===== src/rpar_defines.vh =====
`ifndef RPAR_DEFINES_VH
`define RPAR_DEFINES_VH
// ----------------------------------------
// register offsets
// ----------------------------------------
`define RPAR_OFS_RATE        8'h4b
`define RPAR_OFS_POWER       8'h4c
`define RPAR_OFS_CHAN        8'h4d
`define RPAR_OFS_UPREP       8'h50
`define RPAR_OFS_MAC         8'h51
`define RPAR_OFS_PORT        8'h52
`define RPAR_OFS_NET         8'h53
`define RPAR_OFS_ANN         8'h54
// ----------------------------------------
// reset values and write masks
// ----------------------------------------
`define RPAR_RST_RATE        8'h00
`define RPAR_RST_POWER       8'h01
`define RPAR_RST_CHAN        8'h00
`define RPAR_RST_UPREP       8'h00
`define RPAR_RST_MAC         8'h00
`define RPAR_RST_PORT        8'h01
`define RPAR_RST_NET         8'h00
`define RPAR_RST_ANN         8'h00
`define RPAR_MSK_RATE        8'h3f
`define RPAR_MSK_POWER       8'h07
// ----------------------------------------
// field positions
// ----------------------------------------
`define RPAR_F_TX_RATE       2:0
`define RPAR_F_RX2_RATE      5:3
`define RPAR_F_POWER         2:0
`define RPAR_F_TX_CHAN       3:0
`define RPAR_F_RX2_CHAN      7:4
`define RPAR_F_UNCONF        3:0
`define RPAR_F_CONF          7:4
`define RPAR_B_NET_ADR       2
`define RPAR_B_NET_ACHAN     4
`define RPAR_B_NET_ARX2      5
`define RPAR_F_ANN_SER       3:0
`define RPAR_F_ANN_UL        7:4
// ----------------------------------------
// codes
// ----------------------------------------
`define RPAR_SLOWEST_RATE_CODE   3'h0
`define RPAR_FAST_WIDE_RATE_CODE 3'h6
`define RPAR_FSK_RATE_CODE       3'h7
`define RPAR_SF_SLOWEST          4'hc
`define RPAR_SF_WIDE             4'h7
`define RPAR_SF_NONE             4'h0
`define RPAR_MAX_POWER_CODE      3'h1
`define RPAR_MIN_POWER_CODE      3'h5
`define RPAR_PWR_BASE_DBM        5'h11
`define RPAR_PWR_STEP_DB         5'h03
`define RPAR_FIRST_CHANNEL       4'h0
`define RPAR_NINTH_CHANNEL       4'h8
`define RPAR_MAC_LINK_CHECK      8'h02
`endif


===== src/rpar_buf2.v =====
`timescale 1ns/1ps
`default_nettype none
// ----------------------------------------
// two-entry stream buffer, outputs from flops
// ----------------------------------------
module rpar_buf2 #(
  parameter W = 9
) (
  // clock and reset
  input  wire         mclk,
  input  wire         sys_rst,
  // fill side
  input  wire         in_valid,
  input  wire [W-1:0] in_data,
  output wire         in_ready,
  // drain side
  output wire         out_valid,
  output wire [W-1:0] out_data,
  input  wire         out_ready
);
  reg [W-1:0] d0_q;
  reg [W-1:0] d1_q;
  reg         v0_q;
  reg         v1_q;
  reg         rdy_q;
  wire        push = in_valid & rdy_q;
  wire        pop  = v0_q & out_ready;
  reg         v0_d;
  reg         v1_d;
  always @* begin
    v0_d = v0_q;
    v1_d = v1_q;
    if (pop) begin
      v0_d = v1_q | push;
      v1_d = v1_q & push;
    end else if (push) begin
      v0_d = 1'b1;
      v1_d = v0_q;
    end
  end
  always @(posedge mclk or posedge sys_rst) begin
    if (sys_rst) begin
      d0_q  <= {W{1'b0}};
      d1_q  <= {W{1'b0}};
      v0_q  <= 1'b0;
      v1_q  <= 1'b0;
      rdy_q <= 1'b0;
    end else begin
      v0_q  <= v0_d;
      v1_q  <= v1_d;
      // ready is precomputed so the fill side sees a flop, not a gate
      rdy_q <= ~v1_d;
      if (pop) begin
        d0_q <= v1_q ? d1_q : in_data;
        if (v1_q & push)
          d1_q <= in_data;
      end else if (push) begin
        if (v0_q)
          d1_q <= in_data;
        else
          d0_q <= in_data;
      end
    end
  end
  assign in_ready  = rdy_q;
  assign out_valid = v0_q;
  assign out_data  = d0_q;
endmodule
`default_nettype wire


===== src/rpar_framer.v =====
`timescale 1ns/1ps
`default_nettype none
// ----------------------------------------
// adds size prefix and info/rssi/snr trailer
// ----------------------------------------
module rpar_framer (
  // clock and reset
  input  wire        mclk,
  input  wire        sys_rst,
  // annotation selects and values
  input  wire [3:0]  ann_en,
  input  wire [7:0]  size,
  input  wire [7:0]  info,
  input  wire [15:0] rssi,
  input  wire [15:0] snr,
  // payload in
  input  wire        in_valid,
  input  wire [7:0]  in_data,
  input  wire        in_last,
  output reg         in_ready,
  // annotated out
  output reg         out_valid,
  output reg  [7:0]  out_data,
  output reg         out_last,
  input  wire        out_ready
);
  localparam ST_IDLE = 3'h0, ST_PRE = 3'h1, ST_BODY = 3'h2, ST_INFO = 3'h3;
  localparam ST_RSH = 3'h4, ST_RSL = 3'h5, ST_SNH = 3'h6, ST_SNL = 3'h7;
  reg [2:0]  st_q;
  reg [3:0]  en_q;
  reg [7:0]  size_q;
  reg [7:0]  info_q;
  reg [15:0] rssi_q;
  reg [15:0] snr_q;
  // trailer order is fixed: info, rssi, snr
  function [2:0] after;
    input [2:0] s;
    input [3:0] e;
    begin
      if (s == ST_BODY && e[1])
        after = ST_INFO;
      else if ((s == ST_BODY || s == ST_INFO) && e[2])
        after = ST_RSH;
      else if (s != ST_SNL && e[3])
        after = ST_SNH;
      else
        after = ST_IDLE;
    end
  endfunction
  always @* begin
    in_ready  = 1'b0;
    out_valid = 1'b1;
    out_data  = 8'h00;
    out_last  = 1'b0;
    case (st_q)
      ST_PRE:  out_data = size_q;
      ST_BODY: begin
        in_ready  = out_ready;
        out_valid = in_valid;
        out_data  = in_data;
        out_last  = in_last & (en_q[3:1] == 3'h0);
      end
      ST_INFO: begin
        out_data = info_q;
        out_last = (en_q[3:2] == 2'h0);
      end
      ST_RSH:  out_data = rssi_q[15:8];
      ST_RSL: begin
        out_data = rssi_q[7:0];
        out_last = ~en_q[3];
      end
      ST_SNH:  out_data = snr_q[15:8];
      ST_SNL: begin
        out_data = snr_q[7:0];
        out_last = 1'b1;
      end
      default: out_valid = 1'b0;
    endcase
  end
  always @(posedge mclk or posedge sys_rst) begin
    if (sys_rst) begin
      st_q   <= ST_IDLE;
      en_q   <= 4'h0;
      size_q <= 8'h00;
      info_q <= 8'h00;
      rssi_q <= 16'h0000;
      snr_q  <= 16'h0000;
    end else if (st_q == ST_IDLE) begin
      // selects and values freeze per frame so a write cannot tear one
      if (in_valid) begin
        en_q   <= ann_en;
        size_q <= size;
        info_q <= info;
        rssi_q <= rssi;
        snr_q  <= snr;
        st_q   <= ann_en[0] ? ST_PRE : ST_BODY;
      end
    end else if (out_valid & out_ready) begin
      case (st_q)
        ST_PRE:  st_q <= ST_BODY;
        ST_BODY: st_q <= in_last ? after(ST_BODY, en_q) : ST_BODY;
        ST_RSH:  st_q <= ST_RSL;
        ST_SNH:  st_q <= ST_SNL;
        default: st_q <= after(st_q, en_q);
      endcase
    end
  end
endmodule
`default_nettype wire


===== src/rpar_regs.v =====
// Summary of operation
// - fixed rate and power only when adr off
// - rate codes: sf12 to sf7, wide, fsk
// - fixed rx2 rate only when adaptive rx2 off
// - power codes 1..5 give 14 to 2 dbm
// - fixed tx channel when adaptive channel off
// - fixed rx2 channel when adaptive rx2 off
// - nonzero confirmed count overrides unconfirmed mode
// - limit emissions per frame by counts
// - code 0x02 adds link-check to every frame
// - port register gives application port
// - serial bit 0: size byte in front
// - serial bit 2: two rssi bytes appended
// - serial bit 3: two snr bytes appended
// - uplink bit 4: size byte in front
// - uplink bit 5: last info byte appended
// - uplink bit 6: two rssi bytes appended
// - uplink bit 7: two snr bytes appended
// - behaviour bits 2,4,5 select adaptive features
`timescale 1ns/1ps
`default_nettype none
`include "rpar_defines.vh"
module rpar_regs #(
  parameter [3:0] UNCONF_DEFAULT = 4'h1
) (
  // clock and reset
  input  wire        mclk,
  input  wire        sys_rst,
  // decoded command port
  input  wire        cmd_wr,
  input  wire        cmd_rd,
  input  wire [7:0]  cmd_addr,
  input  wire [7:0]  cmd_wdata,
  output wire [7:0]  cmd_rdata,
  output wire        cmd_ack,
  // settings asked for by the network
  input  wire [2:0]  net_tx_rate,
  input  wire [2:0]  net_tx_power,
  input  wire [3:0]  net_tx_channel,
  input  wire [2:0]  net_rx2_rate,
  input  wire [3:0]  net_rx2_channel,
  // effective radio settings
  output wire [2:0]  tx_rate,
  output wire [3:0]  tx_sf,
  output wire        tx_wide,
  output wire        tx_fsk,
  output wire [2:0]  tx_power,
  output wire [4:0]  tx_power_dbm,
  output wire [3:0]  tx_channel,
  output wire [2:0]  rx2_rate,
  output wire [3:0]  rx2_sf,
  output wire [3:0]  rx2_channel,
  // uplink control
  input  wire        ul_start,
  input  wire        ul_tx_done,
  input  wire        ul_ack,
  output wire        ul_confirmed,
  output wire        ul_resend,
  output wire        ul_frame_end,
  output wire        mac_link_check,
  output wire [7:0]  app_port,
  // reception metadata
  input  wire        rx_meta_stb,
  input  wire [7:0]  rx_meta_size,
  input  wire [7:0]  rx_meta_info,
  input  wire [15:0] rx_meta_rssi,
  input  wire [15:0] rx_meta_snr,
  // received payload in, serial out
  input  wire        rx_in_valid,
  input  wire [7:0]  rx_in_data,
  input  wire        rx_in_last,
  output wire        rx_in_ready,
  output wire        ser_valid,
  output wire [7:0]  ser_data,
  output wire        ser_last,
  input  wire        ser_ready,
  // uplink payload in, radio out
  input  wire        ul_in_valid,
  input  wire [7:0]  ul_in_data,
  input  wire        ul_in_last,
  input  wire [7:0]  ul_size,
  output wire        ul_in_ready,
  output wire        rf_valid,
  output wire [7:0]  rf_data,
  output wire        rf_last,
  input  wire        rf_ready
);
  // ----------------------------------------
  // register file
  // ----------------------------------------
  reg [7:0] rate_q;
  reg [7:0] power_q;
  reg [7:0] chan_q;
  reg [7:0] uprep_q;
  reg [7:0] mac_q;
  reg [7:0] port_q;
  reg [7:0] net_q;
  reg [7:0] ann_q;
  reg [7:0] rdata_q;
  reg       ack_q;
  always @(posedge mclk or posedge sys_rst) begin
    if (sys_rst) begin
      rate_q  <= `RPAR_RST_RATE;
      power_q <= `RPAR_RST_POWER;
      chan_q  <= `RPAR_RST_CHAN;
      uprep_q <= `RPAR_RST_UPREP;
      mac_q   <= `RPAR_RST_MAC;
      port_q  <= `RPAR_RST_PORT;
      net_q   <= `RPAR_RST_NET;
      ann_q   <= `RPAR_RST_ANN;
    end else if (cmd_wr) begin
      case (cmd_addr)
        `RPAR_OFS_RATE:  rate_q  <= cmd_wdata & `RPAR_MSK_RATE;
        `RPAR_OFS_POWER: power_q <= cmd_wdata & `RPAR_MSK_POWER;
        `RPAR_OFS_CHAN:  chan_q  <= cmd_wdata;
        `RPAR_OFS_UPREP: uprep_q <= cmd_wdata;
        `RPAR_OFS_MAC:   mac_q   <= cmd_wdata;
        `RPAR_OFS_PORT:  port_q  <= cmd_wdata;
        `RPAR_OFS_NET:   net_q   <= cmd_wdata;
        `RPAR_OFS_ANN:   ann_q   <= cmd_wdata;
        default:         ;
      endcase
    end
  end
  // reads answer one cycle later; unknown offsets read zero
  always @(posedge mclk or posedge sys_rst) begin
    if (sys_rst) begin
      rdata_q <= 8'h00;
      ack_q   <= 1'b0;
    end else begin
      ack_q <= cmd_rd | cmd_wr;
      if (cmd_rd) begin
        case (cmd_addr)
          `RPAR_OFS_RATE:  rdata_q <= rate_q;
          `RPAR_OFS_POWER: rdata_q <= power_q;
          `RPAR_OFS_CHAN:  rdata_q <= chan_q;
          `RPAR_OFS_UPREP: rdata_q <= uprep_q;
          `RPAR_OFS_MAC:   rdata_q <= mac_q;
          `RPAR_OFS_PORT:  rdata_q <= port_q;
          `RPAR_OFS_NET:   rdata_q <= net_q;
          `RPAR_OFS_ANN:   rdata_q <= ann_q;
          default:         rdata_q <= 8'h00;
        endcase
      end
    end
  end
  // ----------------------------------------
  // effective radio settings
  // ----------------------------------------
  wire       adr_on   = net_q[`RPAR_B_NET_ADR];
  wire       achan_on = net_q[`RPAR_B_NET_ACHAN];
  wire       arx2_on  = net_q[`RPAR_B_NET_ARX2];
  wire [2:0] tx_rate_c  = adr_on ? net_tx_rate : rate_q[`RPAR_F_TX_RATE];
  wire [2:0] tx_pwr_c   = adr_on ? net_tx_power : power_q[`RPAR_F_POWER];
  wire [3:0] tx_chan_c  = achan_on ? net_tx_channel : chan_q[`RPAR_F_TX_CHAN];
  wire [2:0] rx2_rate_c = arx2_on ? net_rx2_rate : rate_q[`RPAR_F_RX2_RATE];
  wire [3:0] rx2_chan_c = arx2_on ? net_rx2_channel : chan_q[`RPAR_F_RX2_CHAN];
  wire       pwr_ok  = (tx_pwr_c >= `RPAR_MAX_POWER_CODE) && (tx_pwr_c <= `RPAR_MIN_POWER_CODE);
  wire       tch_ok  = (tx_chan_c <= `RPAR_NINTH_CHANNEL);
  wire       rch_ok  = (rx2_chan_c <= `RPAR_NINTH_CHANNEL);
  // rate code to {spreading factor, wide band, fsk}
  function [5:0] rate_dec;
    input [2:0] c;
    begin
      case (c)
        `RPAR_FSK_RATE_CODE:       rate_dec = {`RPAR_SF_NONE, 1'b0, 1'b1};
        `RPAR_FAST_WIDE_RATE_CODE: rate_dec = {`RPAR_SF_WIDE, 1'b1, 1'b0};
        default:                   rate_dec = {`RPAR_SF_SLOWEST - {1'b0, c}, 1'b0, 1'b0};
      endcase
    end
  endfunction
  reg [2:0] tx_rate_q;
  reg [2:0] tx_pwr_q;
  reg [3:0] tx_chan_q;
  reg [2:0] rx2_rate_q;
  reg [3:0] rx2_chan_q;
  reg [5:0] tx_dec_q;
  reg [5:0] rx2_dec_q;
  reg [4:0] dbm_q;
  always @(posedge mclk or posedge sys_rst) begin
    if (sys_rst) begin
      tx_rate_q  <= `RPAR_SLOWEST_RATE_CODE;
      tx_pwr_q   <= `RPAR_MAX_POWER_CODE;
      tx_chan_q  <= `RPAR_FIRST_CHANNEL;
      rx2_rate_q <= `RPAR_SLOWEST_RATE_CODE;
      rx2_chan_q <= `RPAR_FIRST_CHANNEL;
      tx_dec_q   <= {`RPAR_SF_SLOWEST, 2'b00};
      rx2_dec_q  <= {`RPAR_SF_SLOWEST, 2'b00};
      dbm_q      <= `RPAR_PWR_BASE_DBM - `RPAR_PWR_STEP_DB;
    end else begin
      tx_rate_q  <= tx_rate_c;
      rx2_rate_q <= rx2_rate_c;
      // a reserved code keeps whatever was in force before
      if (pwr_ok)
        tx_pwr_q <= tx_pwr_c;
      if (tch_ok)
        tx_chan_q <= tx_chan_c;
      if (rch_ok)
        rx2_chan_q <= rx2_chan_c;
      tx_dec_q  <= rate_dec(tx_rate_q);
      rx2_dec_q <= rate_dec(rx2_rate_q);
      dbm_q     <= `RPAR_PWR_BASE_DBM - `RPAR_PWR_STEP_DB * {2'b00, tx_pwr_q};
    end
  end
  // ----------------------------------------
  // uplink emission count
  // ----------------------------------------
  reg       conf_q;
  reg       busy_q;
  reg [3:0] lim_q;
  reg [3:0] sent_q;
  reg       resend_q;
  reg       fend_q;
  wire [3:0] conf_cnt   = uprep_q[`RPAR_F_CONF];
  wire [3:0] unconf_cnt = uprep_q[`RPAR_F_UNCONF];
  wire [3:0] sent_nx    = sent_q + 4'h1;
  always @(posedge mclk or posedge sys_rst) begin
    if (sys_rst) begin
      conf_q   <= 1'b0;
      busy_q   <= 1'b0;
      lim_q    <= UNCONF_DEFAULT;
      sent_q   <= 4'h0;
      resend_q <= 1'b0;
      fend_q   <= 1'b0;
    end else begin
      resend_q <= 1'b0;
      fend_q   <= 1'b0;
      if (ul_start) begin
        busy_q <= 1'b1;
        sent_q <= 4'h0;
        conf_q <= (conf_cnt != 4'h0);
        if (conf_cnt != 4'h0)
          lim_q <= conf_cnt;
        else
          lim_q <= (unconf_cnt == 4'h0) ? UNCONF_DEFAULT : unconf_cnt;
      end else if (busy_q & ul_tx_done) begin
        sent_q <= sent_nx;
        // a confirmed frame stops on its ack, any frame at its limit
        if ((conf_q & ul_ack) | (sent_nx >= lim_q)) begin
          busy_q <= 1'b0;
          fend_q <= 1'b1;
        end else begin
          resend_q <= 1'b1;
        end
      end
    end
  end
  // ----------------------------------------
  // mac command and port
  // ----------------------------------------
  reg       lcheck_q;
  reg [7:0] port_out_q;
  always @(posedge mclk or posedge sys_rst) begin
    if (sys_rst) begin
      lcheck_q   <= 1'b0;
      port_out_q <= `RPAR_RST_PORT;
    end else begin
      lcheck_q   <= (mac_q == `RPAR_MAC_LINK_CHECK);
      port_out_q <= port_q;
    end
  end
  // ----------------------------------------
  // last reception metadata
  // ----------------------------------------
  reg [7:0]  lsize_q;
  reg [7:0]  linfo_q;
  reg [15:0] lrssi_q;
  reg [15:0] lsnr_q;
  always @(posedge mclk or posedge sys_rst) begin
    if (sys_rst) begin
      lsize_q <= 8'h00;
      linfo_q <= 8'h00;
      lrssi_q <= 16'h0000;
      lsnr_q  <= 16'h0000;
    end else if (rx_meta_stb) begin
      lsize_q <= rx_meta_size;
      linfo_q <= rx_meta_info;
      lrssi_q <= rx_meta_rssi;
      lsnr_q  <= rx_meta_snr;
    end
  end
  // ----------------------------------------
  // received frames toward the serial host
  // ----------------------------------------
  wire       rxb_v;
  wire [8:0] rxb_d;
  wire       rxb_r;
  wire       rxf_v;
  wire [7:0] rxf_d;
  wire       rxf_l;
  wire       rxf_r;
  wire [8:0] ser_w;
  rpar_buf2 #(.W(9)) u_rx_in (
    .mclk      (mclk),
    .sys_rst   (sys_rst),
    .in_valid  (rx_in_valid),
    .in_data   ({rx_in_last, rx_in_data}),
    .in_ready  (rx_in_ready),
    .out_valid (rxb_v),
    .out_data  (rxb_d),
    .out_ready (rxb_r)
  );
  rpar_framer u_rx_frm (
    .mclk      (mclk),
    .sys_rst   (sys_rst),
    .ann_en    (ann_q[`RPAR_F_ANN_SER]),
    .size      (lsize_q),
    .info      (linfo_q),
    .rssi      (lrssi_q),
    .snr       (lsnr_q),
    .in_valid  (rxb_v),
    .in_data   (rxb_d[7:0]),
    .in_last   (rxb_d[8]),
    .in_ready  (rxb_r),
    .out_valid (rxf_v),
    .out_data  (rxf_d),
    .out_last  (rxf_l),
    .out_ready (rxf_r)
  );
  rpar_buf2 #(.W(9)) u_ser_out (
    .mclk      (mclk),
    .sys_rst   (sys_rst),
    .in_valid  (rxf_v),
    .in_data   ({rxf_l, rxf_d}),
    .in_ready  (rxf_r),
    .out_valid (ser_valid),
    .out_data  (ser_w),
    .out_ready (ser_ready)
  );
  // ----------------------------------------
  // uplink payload toward the radio
  // ----------------------------------------
  wire       ulb_v;
  wire [8:0] ulb_d;
  wire       ulb_r;
  wire       ulf_v;
  wire [7:0] ulf_d;
  wire       ulf_l;
  wire       ulf_r;
  wire [8:0] rf_w;
  // size does not pass through the buffer; the framer samples ul_size when the first byte reaches the buffer output
  rpar_buf2 #(.W(9)) u_ul_in (
    .mclk      (mclk),
    .sys_rst   (sys_rst),
    .in_valid  (ul_in_valid),
    .in_data   ({ul_in_last, ul_in_data}),
    .in_ready  (ul_in_ready),
    .out_valid (ulb_v),
    .out_data  (ulb_d),
    .out_ready (ulb_r)
  );
  rpar_framer u_ul_frm (
    .mclk      (mclk),
    .sys_rst   (sys_rst),
    .ann_en    (ann_q[`RPAR_F_ANN_UL]),
    .size      (ul_size),
    .info      (linfo_q),
    .rssi      (lrssi_q),
    .snr       (lsnr_q),
    .in_valid  (ulb_v),
    .in_data   (ulb_d[7:0]),
    .in_last   (ulb_d[8]),
    .in_ready  (ulb_r),
    .out_valid (ulf_v),
    .out_data  (ulf_d),
    .out_last  (ulf_l),
    .out_ready (ulf_r)
  );
  rpar_buf2 #(.W(9)) u_rf_out (
    .mclk      (mclk),
    .sys_rst   (sys_rst),
    .in_valid  (ulf_v),
    .in_data   ({ulf_l, ulf_d}),
    .in_ready  (ulf_r),
    .out_valid (rf_valid),
    .out_data  (rf_w),
    .out_ready (rf_ready)
  );
  // ----------------------------------------
  // outputs
  // ----------------------------------------
  assign cmd_rdata      = rdata_q;
  assign cmd_ack        = ack_q;
  assign tx_rate        = tx_rate_q;
  assign tx_sf          = tx_dec_q[5:2];
  assign tx_wide        = tx_dec_q[1];
  assign tx_fsk         = tx_dec_q[0];
  assign tx_power       = tx_pwr_q;
  assign tx_power_dbm   = dbm_q;
  assign tx_channel     = tx_chan_q;
  assign rx2_rate       = rx2_rate_q;
  assign rx2_sf         = rx2_dec_q[5:2];
  assign rx2_channel    = rx2_chan_q;
  assign ul_confirmed   = conf_q;
  assign ul_resend      = resend_q;
  assign ul_frame_end   = fend_q;
  assign mac_link_check = lcheck_q;
  assign app_port       = port_out_q;
  assign ser_data       = ser_w[7:0];
  assign ser_last       = ser_w[8];
  assign rf_data        = rf_w[7:0];
  assign rf_last        = rf_w[8];
endmodule
`default_nettype wire


===== config.mk =====
export PLATFORM = sky130hd
export DESIGN_NAME = rpar_regs
export DESIGN_NICKNAME = d
export VERILOG_FILES = /design/src/rpar_buf2.v /design/src/rpar_framer.v /design/src/rpar_regs.v
export VERILOG_INCLUDE_DIRS = /design/src
export SDC_FILE = /design/constraint.sdc
export NUM_CORES = 1
export LEC_CHECK = 0
export BUFFER_PORTS_ARGS = -buffer_cell sky130_fd_sc_hd__buf_2
export CORE_ASPECT_RATIO = 0.9
export CORE_UTILIZATION = 60
export CTS_CLUSTER_SIZE = 12
export DETAILED_ROUTE_END_ITERATION = 10
export PLACE_DENSITY = 0.93
export SLEW_MARGIN = 20
export SYNTH_ARGS = -nofsm -noshare
export SYNTH_HDL_FRONTEND = slang
export SYNTH_SLANG_ARGS = --single-unit

===== constraint.sdc =====
create_clock -name mclk -period 18.7 [get_ports mclk]
set_input_delay 0.935 -clock mclk [delete_from_list [all_inputs] [get_ports mclk]]
set_output_delay 0.935 -clock mclk [all_outputs]
set_load 0.03 [all_outputs]

# Word-level counts from Yosys, hierarchy flattened
# Index checks and enable logic that the tools add are counted.
# classes
order_cmp	5
bitwise_logic	28
n_mux	101
n_eq_ne	39
addsub	4
mul	1
n_reduce_logical	52
# op_table
cell	n
$mux 9	32
$pmux 8 s7	2
$mux 3	23
$eq 8x7->1 const B	8
$pmux 8 s8	1
$eq 3x3->1 const B	12
$reduce_and 2->1	17
$mux 1	27
$mux 4	6
$pmux 3 s4	2
$pmux 6 s2	2
$reduce_bool 2->1	12
$ne 2x2->1 const B	10
$and 1x1->1	16
$eq 3x2->1 const B	4
$logic_not 3->1	4
$reduce_and 3->1	4
$reduce_or 6->1	2
$eq 8x2->1 const B	1
$le 4x4->1 const B	2
$pmux 1 s4	2
$sub 4x3->4 const A	2
$logic_and 1x1->1	7
$eq 3x1->1 const B	2
other kinds (15)	30
# totals
elab_cells	292
out_inout_bits	75
inputBits	119
reg_bits	363

# Longest topological paths before layout
# Gate-level depths: netlist of the first run.
# logic_depth
depth_word	8
mapped_depth	7
depth_no_buf	6

# Hierarchy
# Synthesis of the first run repeated with hierarchy kept, for this count alone.
# hier_totals
hier_cells	1211
area_unflattened_um2	16266.9
# by_module_without_submodules
module	area_per_inst_um2	seq_area_each_um2	n_inst	cells_each
rpar_regs	7200.7	4194.0	1	519
rpar_framer	2708.8	1351.3	2	216
rpar_buf2	912.1	525.5	4	65

# Worst setup path after synthesis of the first run
# No wires, ideal clock.
# synth_path
kind	input to register
from	in cmd_addr[5]
to	reg net_q[0]
slack_ps	16247
cell_stages	5
n_path_buf	1
arrival_time_ps	2329
t_required_ps	18575
cell_sequence	or3b_1 -> buf_2 -> nor3_4 -> nand4_2 -> mux2_2
# synth_between
elab_chain_len	2
# synth_rtl
element	line	rtl
start, declared	rpar_regs.v:32	input wire [7:0] cmd_addr,
$eq 8x7->1	rpar_regs.v:112	case (cmd_addr)
$reduce_and 2->1 (no source line)	-	
end signal, assigned	rpar_regs.v:109	net_q <= `RPAR_RST_NET;
end signal, assigned	rpar_regs.v:119	`RPAR_OFS_NET: net_q <= cmd_wdata;
end, declared	rpar_regs.v:97	reg [7:0] net_q;
# No other way between the ends.
# A chain may end at the register's enable or synchronous reset.

# Worst setup path in the final report of the first run
# layout_path
from	reg u_ul_frm.st_q[2]
to	reg u_rf_out.d0_q[5] (netlist: u_rf_out.out_data[5])
# layout_between
elab_chain_len	6
# layout_rtl
element	line	rtl
start, declared	rpar_framer.v:29	reg [2:0] st_q;
start signal, assigned	rpar_framer.v:96	st_q <= ann_en[0] ? ST_PRE : ST_BODY;
start signal, assigned	rpar_framer.v:101	ST_BODY: st_q <= in_last ? after(ST_BODY, en_q) : ST_BODY;
start signal, assigned	rpar_framer.v:104	default: st_q <= after(st_q, en_q);
$eq 3x3->1 (tied with other cells)	rpar_framer.v:55	case (st_q)
$reduce_or 6->1 (no source line)	-	
$pmux 1 s2	rpar_framer.v:55	
$and 1x1->1	rpar_buf2.v:26	wire push = in_valid & rdy_q;
$reduce_bool 2->1 (no source line)	-	
$reduce_and 2->1 (no source line)	-	
end signal, assigned	rpar_buf2.v:43	d0_q <= {W{1'b0}};
end signal, assigned	rpar_buf2.v:54	d0_q <= v1_q ? d1_q : in_data;
end signal, assigned	rpar_buf2.v:61	d0_q <= in_data;
end, declared	rpar_buf2.v:21	reg [W-1:0] d0_q;
# Several ways; a longest one is shown, not always the timed one. The select of a mux whose other input is x is not followed.

==> metrics, run 1 <==
status=finished, final reports clean; Yosys top cell area share=0.5497; core outline area=25460 um^2; Power Total=roughly 1.8 mW; largest fanout on the critical path=23; Max Cap Viol=0; Reg area=8999 um^2; Mapped Area=15800 um^2; Int Power=1.321 mW; DRT iter0 DRCs=around 1200; htree depth=2; HP Class=reg -> reg; Synth Flop Type=dfrtp_1; Hold Crit Endpoint=app_port[0]; vias in the first global route=11255; Sink Count=359; HPWL after detailed placement=about 26 mm; P_sw=456.4 uW; Hold-fix buffers, CTS=0; Fillers=approximately 1700; syn nets=1380; row count=between 50 and 60; min cycle time layout=roughly 2.8 ns; via count=11046; setup TNS=0 ns; Async SR Flop Fraction=1.000; GPL Wtd Cong=0.9671; YS warnings=0; antenna violations before repair=2; final hold vios=0; drt total wl=38.03 mm; die area=26980 um^2; maximum vdd drop=about 110 uV; FF-to-FF End=u_rf_out.out_data[5]; 1st-pass router iterations=6; Post-synth EDFFs=0; synth cell count leaders=347 x dfrtp_1, 242 x mux2_2, 98 x nand2_1; Arr. time, crit path=3.24 ns; DRC=0; Pwr per Cell Area=98.18 nW/um^2; Slew Limit Fails=0; Worst slew margin=0.3062; Num CTS Buffers=37; Achievable Freq=~350 MHz; post-synthesis sequential area ratio=0.5697; total track usage=0.2853; CTS tree=yes; vias per inst=just over 6; Critical Path End Type=register; Placement Setup Slack=15.80 ns; Resized cells post-CTS=0; Worst Setup Slack, final=15.87 ns; nets=1557; RSZ-0062 raised after global routing=false; layout cell share with drive strength beyond 1=0.3685; largest net degree at the start of global routing=just over 200; CP Launch Point=u_ul_frm.st_q[2]; final non-filler cell area=18100 um^2; clk buf depth=3; cell count after synthesis=1245; Clock Skew=0.02109 ns; CP Launch Type=register; library cells used by synthesis=between 60 and 70; Clock Power Share=0.380; average wire per standard cell=approximately 21 um; total grt overflow=0; Syn Area/Cell=about 13 um^2; switch share=0.2568; CP required=around 19 ns; part of the power in registers=0.503; Antenna Nets Post-Route=0; Yosys reg bits=359; top area cells in the synthesized netlist=dfrtp_1 55%, mux2_2 17%, nand2_1 2.3%; leading area contributor after synthesis=dfrtp_1; Reg-to-Reg Start=u_ul_frm.st_q[2]; die height=155.9 um; multi-input logic area=6414 um^2; Leakage=around 8.5 nW; Setup Fix Bufs, Post-CTS=0; synth-to-layout area growth=14.61%; num ports=just under 200; Worst-Margin Slew=1.012 ns; number of port buffers=193; worst skew pair latency=between 0.5 and 0.6 ns; most common cell in the netlist=dfrtp_1; critical path class=reg -> reg; period utilisation layout=0.1511; Worst Hold Launch=port_q[0]; cells on worst reg2reg path=5; root buf cell=clkbuf_16; Comb pwr share=0.117; initial core utilization=0.6204; clk slew on worst S/H paths=around 0.06 ns; Cell Area, Placed=between 15000 and 20000 um^2; FF-to-FF setup slack=15.87 ns; hold path cells=0; first-pass GRT wire length=60.56 mm; Die Wd=173.0 um; # setup viols final=0
## worst max-delay path by stage
| stage | to | depth (start not counted) |
|---|---|---|
| after floorplan | ann_q[0] | 1 |
| after global placement | port_q[5] | 3 |
| after detailed placement | port_q[5] | 3 |
| after CTS | u_rf_out.out_data[5] | 5 |
| after global routing | u_rf_out.out_data[6] | 5 |
| final | u_rf_out.out_data[5] | 5 |
## power by group through the flow
| stage | Combinational (mW) | Clock [mW] | Sequential [mW] |
|---|---|---|---|
| 3_3_place_gp | 0.198 | 0 | 0.900 |
| 2_1_floorplan | 0.115 | 0 | 0.925 |
| 3_5_place_dp | 0.208 | 0 | 0.905 |
| 5_1_grt | 0.229 | 0.710 | 0.900 |
| 6_report | 0.208 | 0.675 | 0.894 |
| 4_1_cts | 0.210 | 0.681 | 0.893 |
## metrics by stage
step	util	instances	hold slack (ns)
floorplan	-	1245	0.3572
global placement	0.6675	1724	0.3744
detailed placement	0.6675	1724	0.3788
CTS	0.7093	1782	0.3892
global route	0.7111	1785	0.3924
finish	0.7111	1785	0.3896
## cell type report
type,count,share of cell area
clock inverters,5,0.003317
repair buffers,200,0.05819
flip-flops and latches,359,0.4970
diodes,2,0.0002764
multi-input cells,790,0.3542
well taps,342,0.02364
inverters,34,0.007740
clock buffers,53,0.05556
## cells in the final DEF, fill, tap and decap left out, types with 15 or more instances in the layout
cell type,n
dfrtp_1,347
mux2i_1,32
buf_2,192
ha_1,15
clkbuf_16,37
mux2_2,242
a211oi_1,17
nand3_1,23
o21ai_0,68
nand2_1,98
a22oi_1,35
inv_1,32
nor2_1,39
a21oi_1,40
## routing by layer
layer,vias up,wire [um],global-route usage
met5,-,0,0
met4,0,1217,0.1108
met3,89,2696,0.04703
met2,546,18360,0.4700
met1,5526,15750,0.3836
li1,4885,-,-
## cells by family (layout without fill, tap and decap cells)
family          count (synthesis)  in the layout  share of synthesized area
compound gates                237            237                    0.09885
xor+xnor                        6              6                   0.003327
fa+ha+maj                      16             16                    0.01315
buf+inv                        96            292                    0.02471
flops                         359            359                     0.5697
mux                           288            288                     0.2128
other cells                     0              2                          0
simple gates                  243            243                    0.07755
## sequential cells by signal, summed over array words and instances, names as in the netlist, 9 cells and up
signal / count
u_rf_out.out_data: 9
u_ul_frm.rssi_q: 16
u_rx_in.out_data: 9
u_ul_in.d1_q: 9
u_ser_out.d1_q: 9
u_ul_in.out_data: 9
u_rx_frm.snr_q: 16
lrssi_q: 16
u_rx_in.d1_q: 9
lsnr_q: 16
u_ul_frm.snr_q: 16
u_ser_out.out_data: 9
u_rf_out.d1_q: 9
u_rx_frm.rssi_q: 16
## critical path: stages (launching register included)
cell	delay, ns
dfrtp_1	0.83
clkinv_1	0.49
a31oi_2	0.40
mux2i_1	0.40
nand2b_1	0.37
o21ai_0	0.23
(Power assumes the default switching activity.)
==> run 2: changes to the inputs <==
- CORE_UTILIZATION: 60 -> 53
- PLACE_DENSITY: 0.93 -> 0.88
- clock period: 18.7 -> 2.54 ns (I/O delays scaled with it)
==> run 2 against run 1 <==
Count of clock-buffer cells in the layout increased by 3. Global-route usage shrank 0.60 points. Clock power grew to 7.7 times the previous value. Register-to-register slack worse by 16 ns. Worst setup slack worse by 16 ns. Critical endpoint is now busy_q. Highest routed layer unchanged.
==> metrics, run 2 (same netlist as run 1, synthesis figures left out) <==
min cycle time layout=about 2.3 ns; CP Launch Type=register; row count=59; layout cell share with drive strength beyond 1=0.3529; via count=11598; total grt overflow=0; Reg-to-Reg Start=sent_q[0]; Sink Count=359; GPL Wtd Cong=0.9277; drt total wl=42.03 mm; Post-Place Cells=1798; maximum vdd drop=431.6 uV; initial core utilization=0.5431; final hold slack=0.01407 ns; core outline area=~29000 um^2; Hold Crit Endpoint=tx_power[2]; Num CTS Buffers=38; vias in the first global route=12051; slowest stage delay, CP=0.59 ns; synth-to-layout area growth=23.25%; final non-filler cell area=19470 um^2; average wire per standard cell=between 20 and 25 um; htree depth=2; total track usage=0.2793; critical path's slowest cell=dlygate4sd3_1; Worst-Margin Slew=slightly below 1 ns; Slew Limit Fails=0; most frequent cells in the layout=347 x dfrtp_1, 242 x mux2_2, 193 x buf_2; Cell Chain, Critical Path=ha_1, ha_1, a21o_1, a21oi_1, nor2_1, o21ai_0, dlygate4sd3_1; Crit path top cell by count=ha_1; Hold-fix buffers, CTS=107; Setup Fix Bufs, Post-CTS=0; Achievable Freq=426.5 MHz; Worst slew margin=0.3386; Clock Skew=0.01416 ns; DRC=0; final cell count without fillers=1967; Resized cells post-CTS=0; Cell Area, Placed=about 17000 um^2; HP Class=in -> reg; die area=30500 um^2; cells on worst reg2reg path=7; critical path class=reg -> reg; worst skew pair latency=0.54 ns; period utilisation layout=0.9230; Pwr per Cell Area=696.6 nW/um^2; Power Total=13.56 mW; num ports=194; Arr. time, crit path=2.80 ns; die height=165.8 um; status=finished, final reports clean; fin util=0.6694; clk buf depth=3; final hold vios=0; # setup viols final=0; first-pass GRT wire length=66.28 mm; Antenna Nets Post-Route=0; DRT iter0 DRCs=1106; most common cell after layout, fill and taps aside=dfrtp_1; largest net degree at the start of global routing=93; Die Wd=184.0 um; Leakage=9.057 nW; HPWL after detailed placement=27.44 mm; antenna violations before repair=1; Max Cap Viol=0; largest fanout on the critical path=4; 1st-pass router iterations=7; Buf/Inv on CP=1; RSZ-0062 raised after global routing=false; Worst Hold Launch=net_tx_power[2]; Critical Path End Type=register; nets=1684; vias per inst=5.896; FF-to-FF End=busy_q; CTS tree=yes; number of port buffers=193; CP required=3.00 ns; CP delay by family, top=adder cells; FF-to-FF setup slack=0.20 ns; root buf cell=clkbuf_16; clk slew on worst S/H paths=0.06 ns; hold path cells=4
## run 2: cell types whose count changed in the layout (fill, tap and decap cells not counted), sizes merged
cell         change
buf             +19
bufinv           -1
clkbuf           +3
clkinv           +1
diode            -1
dlygate4sd3    +107
## run 2: how the worst max path moves through the flow
| stage | from | to | slack, ns | cells past startpoint |
|---|---|---|---|---|
| 2_1_floorplan | sys_rst | ann_q[0] | -2.39 | 1 |
| 3_3_place_gp | u_ul_frm.st_q[0] | u_rf_out.out_data[3] | 0.45 | 6 |
| 3_5_place_dp | u_rx_frm.st_q[1] | u_rx_in.out_data[4] | 0.38 | 5 |
| 4_1_cts | sent_q[0] | busy_q | 0.34 | 7 |
| 5_1_grt | u_rx_frm.st_q[0] | u_ser_out.d1_q[1] | 0.08 | 5 |
| 6_report | sent_q[0] | busy_q | 0.20 | 7 |
## run 2: final cells by class
type,instances,area [um^2]
fillers,2038,9617
flip-flops and latches,359,8999
multi-input cells,790,6410
repair buffers,326,2307
clock buffers,56,1080
well taps,396,495.5
inverters,34,131.4
clock inverters,5,43.79
diodes,1,2.502
## run 2: power by group
| group | switching [mW] | leakage (nW) | internal (mW) |
|---|---|---|---|
| Clock | 2.26 | 0.551 | 2.94 |
| Sequential | 0.396 | 4.59 | 6.23 |
| Combinational | 0.948 | 3.92 | 0.785 |
## run 2: stage by stage
stage	TNS (ns)	worst slack [ns]
floorplan	-842.11	-2.390
global placement	0	0.4503
detailed placement	0	0.3846
CTS	0	0.3405
global route	0	0.07947
finish	0	0.1955
## run 2: worst reg2reg max path, cell delays in order (launching register included)
cell           delay, ns
dfrtp_1             0.44
ha_1                0.35
ha_1                0.29
a21o_1              0.16
a21oi_1             0.20
nor2_1              0.06
o21ai_0             0.19
dlygate4sd3_1       0.59
## run 2: per-layer routing
metal	global-route usage	vias to the layer above	routed length, um
li1	-	5146	-
met1	0.3795	5863	17630
met2	0.4575	504	20500
met3	0.04539	85	2684
met4	0.09493	0	1215
met5	0	-	0
